`config.mk`:
```
export PLATFORM = sky130hd
export DESIGN_NAME = lpt_irq
export DESIGN_NICKNAME = d
export VERILOG_FILES = /design/src/logic/lpt_pkg.sv /design/src/logic/lpt_cmp.sv /design/src/logic/lpt_irq.sv
export VERILOG_INCLUDE_DIRS = /design/src /design/src/logic
export SDC_FILE = /design/constraint.sdc
export NUM_CORES = 1
export LEC_CHECK = 0
export BUFFER_PORTS_ARGS = -buffer_cell sky130_fd_sc_hd__buf_2
export CAP_MARGIN = 20
export CORE_UTILIZATION = 62
export CTS_BUF_LIST = sky130_fd_sc_hd__clkbuf_16
export DETAILED_ROUTE_END_ITERATION = 7
export PLACE_DENSITY = 0.82
export SLEW_MARGIN = 20
export SYNTH_ARGS = -nofsm -noshare
export SYNTH_HDL_FRONTEND = slang
export SYNTH_HIERARCHICAL = 1
export SYNTH_SLANG_ARGS = --single-unit
```
`constraint.sdc`:
```
create_clock -name clk_i -period 5.16 [get_ports clk_i]
set_clock_uncertainty 0.05 [all_clocks]
set_input_delay 1.032 -clock clk_i [delete_from_list [all_inputs] [get_ports clk_i]]
set_output_delay 1.032 -clock clk_i [all_outputs]
set_load 0.05 [all_outputs]
```
`src/logic/lpt_cfg.svh`:
```
// constants for the light/proximity threshold interrupt block
`ifndef LPT_CFG_SVH
`define LPT_CFG_SVH
// ====================================================
// register byte offsets
`define LPT_OFF_CTRL      12'h000
`define LPT_OFF_PS_THR    12'h004
`define LPT_OFF_AL_THR    12'h008
`define LPT_OFF_STAT      12'h00C
`define LPT_OFF_MASK      12'h010
`define LPT_OFF_CMD       12'h014
`define LPT_OFF_INTREG    12'h018
`define LPT_OFF_PS_CNT    12'h01C
`define LPT_OFF_AL_CNT    12'h020
// ====================================================
// control fields
`define LPT_CTRL_PS_EN    0
`define LPT_CTRL_AL_EN    1
`define LPT_CTRL_LATCH    2
`define LPT_CTRL_MODE_LO  4
`define LPT_CTRL_MODE_HI  5
// command bits
`define LPT_CMD_INT_RST   0
`define LPT_CMD_SW_RST    1
`define LPT_CMD_PWR_DN    2
// status / mask bits
`define LPT_ST_PS         0
`define LPT_ST_AL         1
// ====================================================
// reset values
`define LPT_RST_CTRL      32'h0000_0023
`define LPT_RST_THR       32'h0000_FFFF
`define LPT_RST_MASK      2'h0
`endif

```
`src/logic/lpt_pkg.sv`:
```
// types for the light/proximity threshold interrupt block
package lpt_pkg;
   // proximity comparison modes
   typedef enum logic [1:0]
   {
      LPT_PS_HIGH = 2'h0,
      LPT_PS_HYST = 2'h1,
      LPT_PS_OUT  = 2'h2,
      LPT_PS_RSV  = 2'h3
   } lpt_ps_mode_e;
   // a pair of window thresholds
   typedef struct packed
   {
      logic [15:0] high;
      logic [15:0] low;
   } lpt_thr_s;
   // one measurement result
   typedef struct packed
   {
      logic        valid;
      logic [15:0] count;
   } lpt_meas_s;
endpackage : lpt_pkg

```
`src/logic/lpt_cmp.sv`:
```
// window comparator for one channel
`timescale 1ns/1ps
module lpt_cmp
(
   // mode and thresholds
   input  wire logic                 hyst_i,
   input  wire logic                 outside_i,
   input  wire lpt_pkg::lpt_thr_s    thr_i,
   // count and present state
   input  wire logic [15:0]          count_i,
   input  wire logic                 cur_i,
   // decision
   output logic                      act_o
);
   // next activity of the channel for a new count
   always_comb
   begin
      if (outside_i)
         act_o = (count_i > thr_i.high) || (count_i < thr_i.low);
      else if (hyst_i)
         act_o = (count_i > thr_i.high) ? 1'b1 : ((count_i < thr_i.low) ? 1'b0 : cur_i);
      else
         act_o = (count_i > thr_i.high);
   end
endmodule : lpt_cmp

```
`src/logic/lpt_irq.sv`:
```
// light/proximity threshold interrupt decision with ahb-lite registers
`timescale 1ns/1ps
`include "lpt_cfg.svh"
// How it works
// RULE_01: in outside-window mode and unlatched output the alert releases while the proximity count is in the window.
// RULE_02: in outside-window mode the alert asserts whenever the proximity count leaves the low..high window.
// RULE_03: the visible light count against its window asserts outside and releases inside when unlatched.
// RULE_04: when latched, an asserted alert holds until an interrupt reset command or an interrupt register read.
// RULE_05: mode zero compares against high only, mode one uses high to set and low to clear.
// RULE_06: the alert pin only pulls low, holds over power down, and floats after int reset, int read or soft reset; in power down only soft reset does.
// RULE_07: comparisons are made only when a new proximity or ambient result arrives.
module lpt_irq
(
   // clock and reset
   input  wire logic              clk_i,
   input  wire logic              resetn_i,
   // ahb-lite slave
   input  wire logic              hsel_i,
   input  wire logic [11:0]       haddr_i,
   input  wire logic [1:0]        htrans_i,
   input  wire logic              hwrite_i,
   input  wire logic [2:0]        hsize_i,
   input  wire logic [31:0]       hwdata_i,
   input  wire logic              hready_i,
   output logic      [31:0]       hrdata_o,
   output logic                   hreadyout_o,
   output logic                   hresp_o,
   // measurement results
   input  wire lpt_pkg::lpt_meas_s ps_meas_i,
   input  wire lpt_pkg::lpt_meas_s al_meas_i,
   // open-drain alert pin and interrupt
   output logic                   alert_n_out_o,
   output logic                   alert_n_oe_o,
   output logic                   irq_o
);
   // ====================================================
   // registers
   logic [31:0]       ctrl_q;
   lpt_pkg::lpt_thr_s ps_thr_q;
   lpt_pkg::lpt_thr_s al_thr_q;
   logic [1:0]        stat_q;
   logic [1:0]        mask_q;
   logic [15:0]       ps_cnt_q;
   logic [15:0]       al_cnt_q;
   logic              ps_act_q;
   logic              al_act_q;
   logic              alert_q;
   logic              pwr_dn_q;
   logic              wr_pend_q;
   logic              rd_pend_q;
   logic [11:0]       addr_q;
   logic              ps_act_d;
   logic              al_act_d;
   logic              int_rst;
   logic              sw_rst;
   logic              intreg_rd;
   logic              ps_new;
   logic              al_new;
   logic              latch;
   lpt_pkg::lpt_ps_mode_e ps_mode;

   // word address match
   function automatic logic hit(input logic [11:0] a, input logic [11:0] off);
      hit = (a[11:2] == off[11:2]);
   endfunction : hit

   // ====================================================
   // bus address phase capture
   always_ff @(posedge clk_i or negedge resetn_i)
   begin
      if (!resetn_i)
      begin
         wr_pend_q <= 1'b0;
         rd_pend_q <= 1'b0;
         addr_q    <= 12'h000;
      end
      else if (hready_i)
      begin
         wr_pend_q <= hsel_i && htrans_i[1] && hwrite_i;
         rd_pend_q <= hsel_i && htrans_i[1] && !hwrite_i;
         addr_q    <= haddr_i;
      end
   end

   // zero wait state, always okay
   always_ff @(posedge clk_i or negedge resetn_i)
   begin
      if (!resetn_i)
      begin
         hreadyout_o <= 1'b0;
         hresp_o     <= 1'b0;
      end
      else
      begin
         hreadyout_o <= 1'b1;
         hresp_o     <= 1'b0;
      end
   end

   // command strobes
   assign int_rst   = wr_pend_q && hit(addr_q, `LPT_OFF_CMD) && hwdata_i[`LPT_CMD_INT_RST];
   assign sw_rst    = wr_pend_q && hit(addr_q, `LPT_OFF_CMD) && hwdata_i[`LPT_CMD_SW_RST];
   assign intreg_rd = rd_pend_q && hit(addr_q, `LPT_OFF_INTREG);
   assign ps_new    = ps_meas_i.valid && ctrl_q[`LPT_CTRL_PS_EN];
   assign al_new    = al_meas_i.valid && ctrl_q[`LPT_CTRL_AL_EN];
   assign latch     = ctrl_q[`LPT_CTRL_LATCH];
   assign ps_mode   = lpt_pkg::lpt_ps_mode_e'(ctrl_q[`LPT_CTRL_MODE_HI:`LPT_CTRL_MODE_LO]);

   // ====================================================
   // configuration registers, soft reset restores them
   always_ff @(posedge clk_i or negedge resetn_i)
   begin
      if (!resetn_i)
      begin
         ctrl_q   <= `LPT_RST_CTRL;
         ps_thr_q <= `LPT_RST_THR;
         al_thr_q <= `LPT_RST_THR;
         mask_q   <= `LPT_RST_MASK;
      end
      else if (sw_rst)
      begin
         ctrl_q   <= `LPT_RST_CTRL;
         ps_thr_q <= `LPT_RST_THR;
         al_thr_q <= `LPT_RST_THR;
         mask_q   <= `LPT_RST_MASK;
      end
      else if (wr_pend_q)
      begin
         if (hit(addr_q, `LPT_OFF_CTRL))
            ctrl_q <= {26'h0, hwdata_i[5:4], 1'b0, hwdata_i[2:0]};
         if (hit(addr_q, `LPT_OFF_PS_THR))
            ps_thr_q <= hwdata_i;
         if (hit(addr_q, `LPT_OFF_AL_THR))
            al_thr_q <= hwdata_i;
         if (hit(addr_q, `LPT_OFF_MASK))
            mask_q <= hwdata_i[1:0];
      end
   end

   // power down flag, alert keeps its state meanwhile
   always_ff @(posedge clk_i or negedge resetn_i)
   begin
      if (!resetn_i)
         pwr_dn_q <= 1'b0;
      else if (sw_rst)
         pwr_dn_q <= 1'b0;
      else if (wr_pend_q && hit(addr_q, `LPT_OFF_CMD))
         pwr_dn_q <= hwdata_i[`LPT_CMD_PWR_DN]; // RULE_06
   end

   // ====================================================
   // comparators
   lpt_cmp u_ps_cmp
   (
      .hyst_i    (ps_mode == lpt_pkg::LPT_PS_HYST), // RULE_05
      .outside_i (ps_mode == lpt_pkg::LPT_PS_OUT),  // RULE_02
      .thr_i     (ps_thr_q),
      .count_i   (ps_meas_i.count),
      .cur_i     (ps_act_q),
      .act_o     (ps_act_d)
   );

   lpt_cmp u_al_cmp
   (
      .hyst_i    (1'b0),
      .outside_i (1'b1), // RULE_03
      .thr_i     (al_thr_q),
      .count_i   (al_meas_i.count),
      .cur_i     (al_act_q),
      .act_o     (al_act_d)
   );

   // channel activity, updated only on new results
   always_ff @(posedge clk_i or negedge resetn_i)
   begin
      if (!resetn_i)
      begin
         ps_act_q <= 1'b0;
         al_act_q <= 1'b0;
         ps_cnt_q <= 16'h0000;
         al_cnt_q <= 16'h0000;
      end
      else if (sw_rst)
      begin
         ps_act_q <= 1'b0;
         al_act_q <= 1'b0;
      end
      else if (!pwr_dn_q)
      begin
         if (ps_new) // RULE_07
         begin
            ps_act_q <= ps_act_d; // RULE_01
            ps_cnt_q <= ps_meas_i.count;
         end
         if (al_new) // RULE_07
         begin
            al_act_q <= al_act_d; // RULE_03
            al_cnt_q <= al_meas_i.count;
         end
      end
   end

   // ====================================================
   // alert state: follows activity or latches until cleared
   always_ff @(posedge clk_i or negedge resetn_i)
   begin
      if (!resetn_i)
         alert_q <= 1'b0;
      else if (sw_rst)
         alert_q <= 1'b0; // RULE_06 soft reset floats the pin even in power down
      else if (pwr_dn_q)
         alert_q <= alert_q; // RULE_06
      else if ((ps_new && ps_act_d) || (al_new && al_act_d))
         alert_q <= 1'b1; // RULE_02
      else if (int_rst || intreg_rd)
         alert_q <= 1'b0; // RULE_04
      else if (!latch && (ps_new || al_new))
         alert_q <= (ps_new ? ps_act_d : ps_act_q) || (al_new ? al_act_d : al_act_q); // RULE_01
   end

   // open-drain alert pin, only ever pulls low
   always_ff @(posedge clk_i or negedge resetn_i)
   begin
      if (!resetn_i)
      begin
         alert_n_out_o <= 1'b0;
         alert_n_oe_o  <= 1'b0;
      end
      else
      begin
         alert_n_out_o <= 1'b0;
         alert_n_oe_o  <= alert_q; // RULE_06
      end
   end

   // ====================================================
   // sticky status, set wins over write-one-to-clear
   always_ff @(posedge clk_i or negedge resetn_i)
   begin
      if (!resetn_i)
         stat_q <= 2'h0;
      else
      begin
         for (int i = 0; i < 2; i++)
         begin
            if ((i == 0) ? (ps_new && ps_act_d && !pwr_dn_q) : (al_new && al_act_d && !pwr_dn_q))
               stat_q[i] <= 1'b1;
            else if (wr_pend_q && hit(addr_q, `LPT_OFF_STAT) && hwdata_i[i])
               stat_q[i] <= 1'b0;
         end
      end
   end

   // level interrupt from masked status
   always_ff @(posedge clk_i or negedge resetn_i)
   begin
      if (!resetn_i)
         irq_o <= 1'b0;
      else
         irq_o <= |(stat_q & mask_q);
   end

   // ====================================================
   // read data, registered in the address phase
   always_ff @(posedge clk_i or negedge resetn_i)
   begin
      if (!resetn_i)
         hrdata_o <= 32'h0000_0000;
      else if (hready_i && hsel_i && htrans_i[1] && !hwrite_i)
      begin
         if (hit(haddr_i, `LPT_OFF_CTRL))
            hrdata_o <= ctrl_q;
         else if (hit(haddr_i, `LPT_OFF_PS_THR))
            hrdata_o <= ps_thr_q;
         else if (hit(haddr_i, `LPT_OFF_AL_THR))
            hrdata_o <= al_thr_q;
         else if (hit(haddr_i, `LPT_OFF_STAT))
            hrdata_o <= {30'h0, stat_q};
         else if (hit(haddr_i, `LPT_OFF_MASK))
            hrdata_o <= {30'h0, mask_q};
         else if (hit(haddr_i, `LPT_OFF_INTREG))
            hrdata_o <= {28'h0, pwr_dn_q, alert_q, al_act_q, ps_act_q};
         else if (hit(haddr_i, `LPT_OFF_PS_CNT))
            hrdata_o <= {16'h0, ps_cnt_q};
         else if (hit(haddr_i, `LPT_OFF_AL_CNT))
            hrdata_o <= {16'h0, al_cnt_q};
         else
            hrdata_o <= 32'h0000_0000;
      end
   end
endmodule : lpt_irq

```
After elaboration in Yosys (flattened, before gate mapping)

Index checks and enable logic that the tools add are counted.
Widths: inputs -> output; s select.

$lt $le $gt $ge: 4
Equal/unequal tests: 16
Multiplexer cells: 41
Bitwise gates (word level): 3
Reductions and logical operators: 48

Operators by type and width:

| cell                | number |
|---|---|
| $mux 32             | 12 |
| $mux 16             | 5 |
| $eq 10x3->1 const B | 6 |
| $eq 10x2->1 const B | 4 |
| $gt 16x16->1        | 2 |
| $lt 16x16->1        | 2 |
| $mux 1              | 21 |
| $eq 10x1->1 const B | 2 |
| $logic_and 1x1->1   | 20 |
| $logic_not 10->1    | 2 |
| $reduce_bool 2->1   | 8 |
| $eq 10x4->1 const B | 1 |
| $reduce_and 2->1    | 5 |
| $logic_or 1x1->1    | 6 |
| $mux 2              | 3 |
| $reduce_and 3->1    | 2 |
| $reduce_bool 4->1   | 1 |
| $logic_not 1->1     | 3 |
| $and 2x2->2         | 1 |
| $eq 2x1->1 const B  | 1 |
| $eq 2x2->1 const B  | 1 |
| $ne 2x1->1 const B  | 1 |
| $not 1->1           | 2 |
| $reduce_or 2->1     | 1 |

Register bits: 185
Bits of input ports: 88
Output and inout bits: 37
Logic and storage cells: 133

Longest topological paths before layout

Depth after elaboration: 12
Mapped depth: 13
Mapped depth without buffers: 13

By module

Netlist, hierarchy kept.

Modules (own cells, without submodules):

| module  | times used | cells each | area an instance (µm²) | sequential area each (µm²) |
|---|---|---|---|---|
| lpt_irq | 1          | 643        | 7110.6                 | 3947.5 |
| lpt_cmp | 2          | 113        | 779.5                  | 0.0 |

Least setup slack after synthesis

OpenSTA, ideal clock, no wires.

Kind: input port to flip-flop
Start: input ps_meas_i[2] in the netlist's numbering
End: register alert_q
Setup time: 0.131 ns
Arrival time: 2.937 ns
Data required time: 4.979 ns
Path slack: 2.042 ns
Stages on the path: 12
Path buffers: 0
Path through: ha_1 -> a211o_1 -> a31oi_1 -> nor4_1 -> o21ai_1 -> a211oi_1 -> a311o_1 -> and3_1 -> a31oi_1 -> a21oi_1 -> o21ai_0 -> a31oi_1

Longest elaborated chain between the ends: 12
Elaborated cells between the ends (all ways): 18
Classes of those cells: order compare (2); mux (10); reduce/logical (6)

RTL lines:

| what                   | line                         | source |
|---|---|---|
| start: declaration     | lpt_irq.sv:29                | `input wire lpt_pkg::lpt_meas_s ps_meas_i,` |
| $lt 16x16->1           | lpt_cmp.sv:19, lpt_cmp.sv:21 |  |
| $mux 1 (2 in series)   | lpt_cmp.sv:21                | `act_o = (count_i > thr_i.high) ? 1'b1 : ((count_i < thr_i.low) ? 1'b0 : cur_i);` |
| $mux 1                 | lpt_cmp.sv:20                | `else if (hyst_i)` |
| $mux 1 *               | lpt_cmp.sv:18                | `if (outside_i)` |
| via ps_act_d           | lpt_irq.sv:52                | `logic ps_act_d;` |
| $mux 1                 | --                           |  |
| $logic_or 1x1->1       | lpt_irq.sv:218               | `alert_q <= (ps_new ? ps_act_d : ps_act_q) \|\| (al_new ? al_act_d : al_act_q);` |
| $mux 1                 | lpt_irq.sv:217               | `else if (!latch && (ps_new \|\| al_new))` |
| $mux 1                 | lpt_irq.sv:215               | `else if (int_rst \|\| intreg_rd)` |
| $mux 1                 | lpt_irq.sv:213               | `else if ((ps_new && ps_act_d) \|\| (al_new && al_act_d))` |
| $mux 1                 | lpt_irq.sv:211               | `else if (pwr_dn_q)` |
| $mux 1                 | lpt_irq.sv:209               | `else if (sw_rst)` |
| end signal: assignment | lpt_irq.sv:212               | `alert_q <= alert_q;` |
| end signal: assignment | lpt_irq.sv:218               |  |
| end: declaration       | lpt_irq.sv:47                | `logic alert_q;` |

The timed path passes the listed nets; every way through them passes the cells marked *. The select of a mux whose other input is x is not followed.
A chain may end at the register's enable or synchronous reset.

Worst setup path after layout

Start: register addr_q[11]
End: register al_cnt_q[3]

Longest elaborated chain between the ends: 5

RTL lines:

| what                            | line           | source |
|---|---|---|
| start: declaration              | lpt_irq.sv:51  | `logic [11:0] addr_q;` |
| start signal: assignment        | lpt_irq.sv:81  | `addr_q <= haddr_i;` |
| $eq 10x3->1                     | lpt_irq.sv:64  | `hit = (a[11:2] == off[11:2]);` |
| $logic_and 1x1->1 (2 in series) | lpt_irq.sv:102 | `` assign sw_rst = wr_pend_q && hit(addr_q, `LPT_OFF_CMD) && hwdata_i[`LPT_CMD_SW_RST]; `` |
| $not 1->1 (no line)             | --             |  |
| $reduce_and 3->1 (no line)      | --             |  |
| end signal: assignment          | lpt_irq.sv:198 | `al_cnt_q <= al_meas_i.count;` |
| end: declaration                | lpt_irq.sv:44  | `logic [15:0] al_cnt_q;` |

No other way between the ends.

==> key figures <==
Global route
  – Initial antenna violation count: 0
  – GR peak layer: met2
  – GRT overflow: 0
  – M2 GR Usage: 0.573
  – Met1 usage: 0.446
  – Vias in the first global route: 7231
  – GRT Total Usage: 0.350
  – GR Util met3: 0.0835
  – First-pass GRT wire length: 38000 µm
  – Pin count of the biggest net entering global routing: 99

Worst setup path
  – Worst setup SP type: flop
  – Req. time, crit path: 5.42 ns
  – Critical Path AT: 3.83 ns
  – Critical-path maximum fanout: 27
  – Critical path class: flop to flop
  – FF-to-FF setup slack: 1.60 ns
  – Critical Path End Type: flop

Finish
  – Non-filler instance count after layout: 1163
  – Synth-to-layout area growth: 14.8%
  – Commonest non-fill, non-tap cells in the layout: dfrtp_1, buf_2, nor2_1, nand2_1, inv_1
  – Layout filler cell count: 994
  – ANT cells: 0
  – Leading cell type in the layout, fill and taps excluded: dfrtp_1
  – # nets final: 1124
  – Share of cells above drive strength 1: 0.244

Clock network
  – PostCTS Resize Cnt: 0
  – Setup bufs post-CTS: 0
  – CTS buffer count: 17
  – Sink Count: 156
  – CTS root buf: clkbuf_16
  – Clock Latency Late Sink: 0.44 ns
  – Clk buf depth: 2
  – TritonCTS clock tree: yes
  – H-tree depth: 4
  – Hold buffer count at cts: 0
  – CTS clk-pin slew, worst paths: 0.06 ns

STA
  – Unrepaired setup endpoints after global routing: false
  – Period utilization: 0.690
  – Actual slew at the worst max-slew pin: 1.15 ns
  – Hold_ws: 0.427 ns
  – Tmin final: 3.56 ns
  – Final Hold Fails: 0
  – Fin worst setup slack: 1.60 ns
  – Setup Viol. Count Final: 0
  – Setup TNS: 0 ns
  – Maximum clock frequency: 0.281 GHz
  – Slew Limit Headroom: 0.235
  – Slew Limit Fails: 0

Job
  – Max_cap viols: 0

Status
  – Status: completed

Routing
  – Drt drc: 0
  – DRT Wirelength: 23900 µm
  – Via count: 7338
  – Wirelength per Cell: 20.6 µm
  – Antenna-violating nets left: 0
  – First drt pass iteration count: 5
  – Vias per std cell: 6.31
  – DRT iter0 DRCs: 724

Yosys
  – Synth Flop Type: dfrtp_1
  – Seq cells post-synth: 156
  – Synth Area in Compound Gates: 0.137
  – Post-synthesis adder-cell area fraction: 0.0895
  – Multiplexer area fraction after synthesis: 0.131
  – Post-synthesis cell area: 8670 µm²
  – Post-synthesis simple-gate area fraction: 0.131
  – Syn_area_per_cell: 9.98 µm²
  – Async SR Flop Fraction: 1.00
  – Mapped Cells: 869
  – Sequential area share after synthesis: 0.455
  – Post-synth EDFFs: 0
  – Largest family of logic cells by synthesized area: compound AO/OA/AOI/OAI gates
  – Post-synthesis xor/xnor area fraction: 0
  – Synth unique cells: 57
  – Ys Warns: 6

Placement
  – Setup slack at placement: 1.43 ns
  – PortBufs: 116
  – Final Wtd Congestion: 0.906
  – Post-DP HPWL: 16500 µm
  – Post-Place Cells: 1131

Die
  – FP Rows: 42
  – I/O Pins: 125
  – Die Ht: 120 µm
  – CORE AREA: 13500 µm²
  – Die span in x: 120 µm
  – Die ar.: 14500 µm²
  – Initial Util: 0.644

Pwr
  – Leak Pwr: 4.90 nW
  – Pwr/cell area: 321 nW/µm²
  – Max IR drop VDD: 354 µV

Min path
  – HP Class: flop to flop
==> logic make-up after synthesis <==
logic type               Yosys count
multiplexers                     108
other                              2
AO/OA/AOI/OAI                    186
AND/OR/NAND/NOR                  244
flip-flops                       156
buffers and inverters            111
adder cells (fa/ha/maj)           62
==> routing by layer <==
layer | up-vias | wire [µm]
li1 | 3290 | -
met1 | 3624 | 9730
met2 | 344 | 11700
met3 | 80 | 1740
met4 | 0 | 808
met5 | - | 0
==> sequential cells by signal (all words and copies together) (netlist names) <==
signal / cells
al_thr_q: 32
hrdata_o: 32
ps_thr_q: 32
al_cnt_q: 16
ps_cnt_q: 16
addr_q: 10
ctrl_q: 5
mask_q: 2
stat_q: 2
al_act_q: 1
alert_n_oe_o: 1
alert_q: 1
hreadyout_o: 1
irq_o: 1
ps_act_q: 1
pwr_dn_q: 1
rd_pend_q: 1
wr_pend_q: 1
==> final timing paths <==
| path | cells past startpoint | to | from |
|---|---|---|---|
| setup / recovery | 5 | al_cnt_q[3] | addr_q[11] |
| hold / removal | 0 | alert_n_oe_o | alert_q |
| setup reg to reg | 5 | al_cnt_q[3] | addr_q[11] |
| hold reg to reg | 0 | alert_n_oe_o | alert_q |
| max in group asynchronous | 2 | ps_thr_q[8] | resetn_i |
| min in group asynchronous | 1 | al_thr_q[19] | resetn_i |
==> synth_stat cells (10+ instances only) <==
cell / number / area, µm²
nand4_1: 10 / 62.6
mux2_2: 42 / 473
nand2_1: 82 / 308
inv_1: 68 / 255
nor3_1: 10 / 50.1
o21ai_0: 50 / 250
a221oi_1: 16 / 140
dfstp_2: 35 / 920
a22oi_1: 11 / 82.6
ha_1: 62 / 776
nor2_1: 88 / 330
dfrtp_1: 121 / 3030
mux2i_1: 64 / 641
clkbuf_1: 25 / 93.8
a21oi_1: 55 / 275
==> cell type report <==
cell class                      count  area, µm²  share of cell area
Sequential cell                   156       3950               0.397
Clock inverter                     15        181              0.0182
Inverter                           68        255              0.0256
Tap cell                          176        220              0.0221
Clock buffer                       17        425              0.0427
Timing Repair Buffer              125        654              0.0658
Multi-Input combinational cell    606       4270               0.429
==> critical path: stages (launching register included) <==
cell and delay (ns):
dfrtp_1 0.42, nor4b_1 0.85, nand4_1 0.55, buf_4 0.43, nand2_1 0.71, mux2_2 0.42
==> metrics by stage <==
stage	util	cell area [µm²]	total power, mW
after global routing	0.740	9950	3.30
after CTS	0.740	9950	3.19
after detailed placement	0.695	9350	1.90
final	0.740	9950	3.19
after floorplan	-	8680	1.72
after global placement	0.695	9350	1.88
==> report_power, final <==
| part | internal [mW] | leakage [nW] | total (mW) | switching [mW] |
|---|---|---|---|---|
| Sequential | 1.33 | 1.94 | 1.39 | 0.0676 |
| Combinational | 0.168 | 2.67 | 0.498 | 0.330 |
| Clock | 0.799 | 0.296 | 1.30 | 0.502 |
Power figures use the tool's default switching activity.
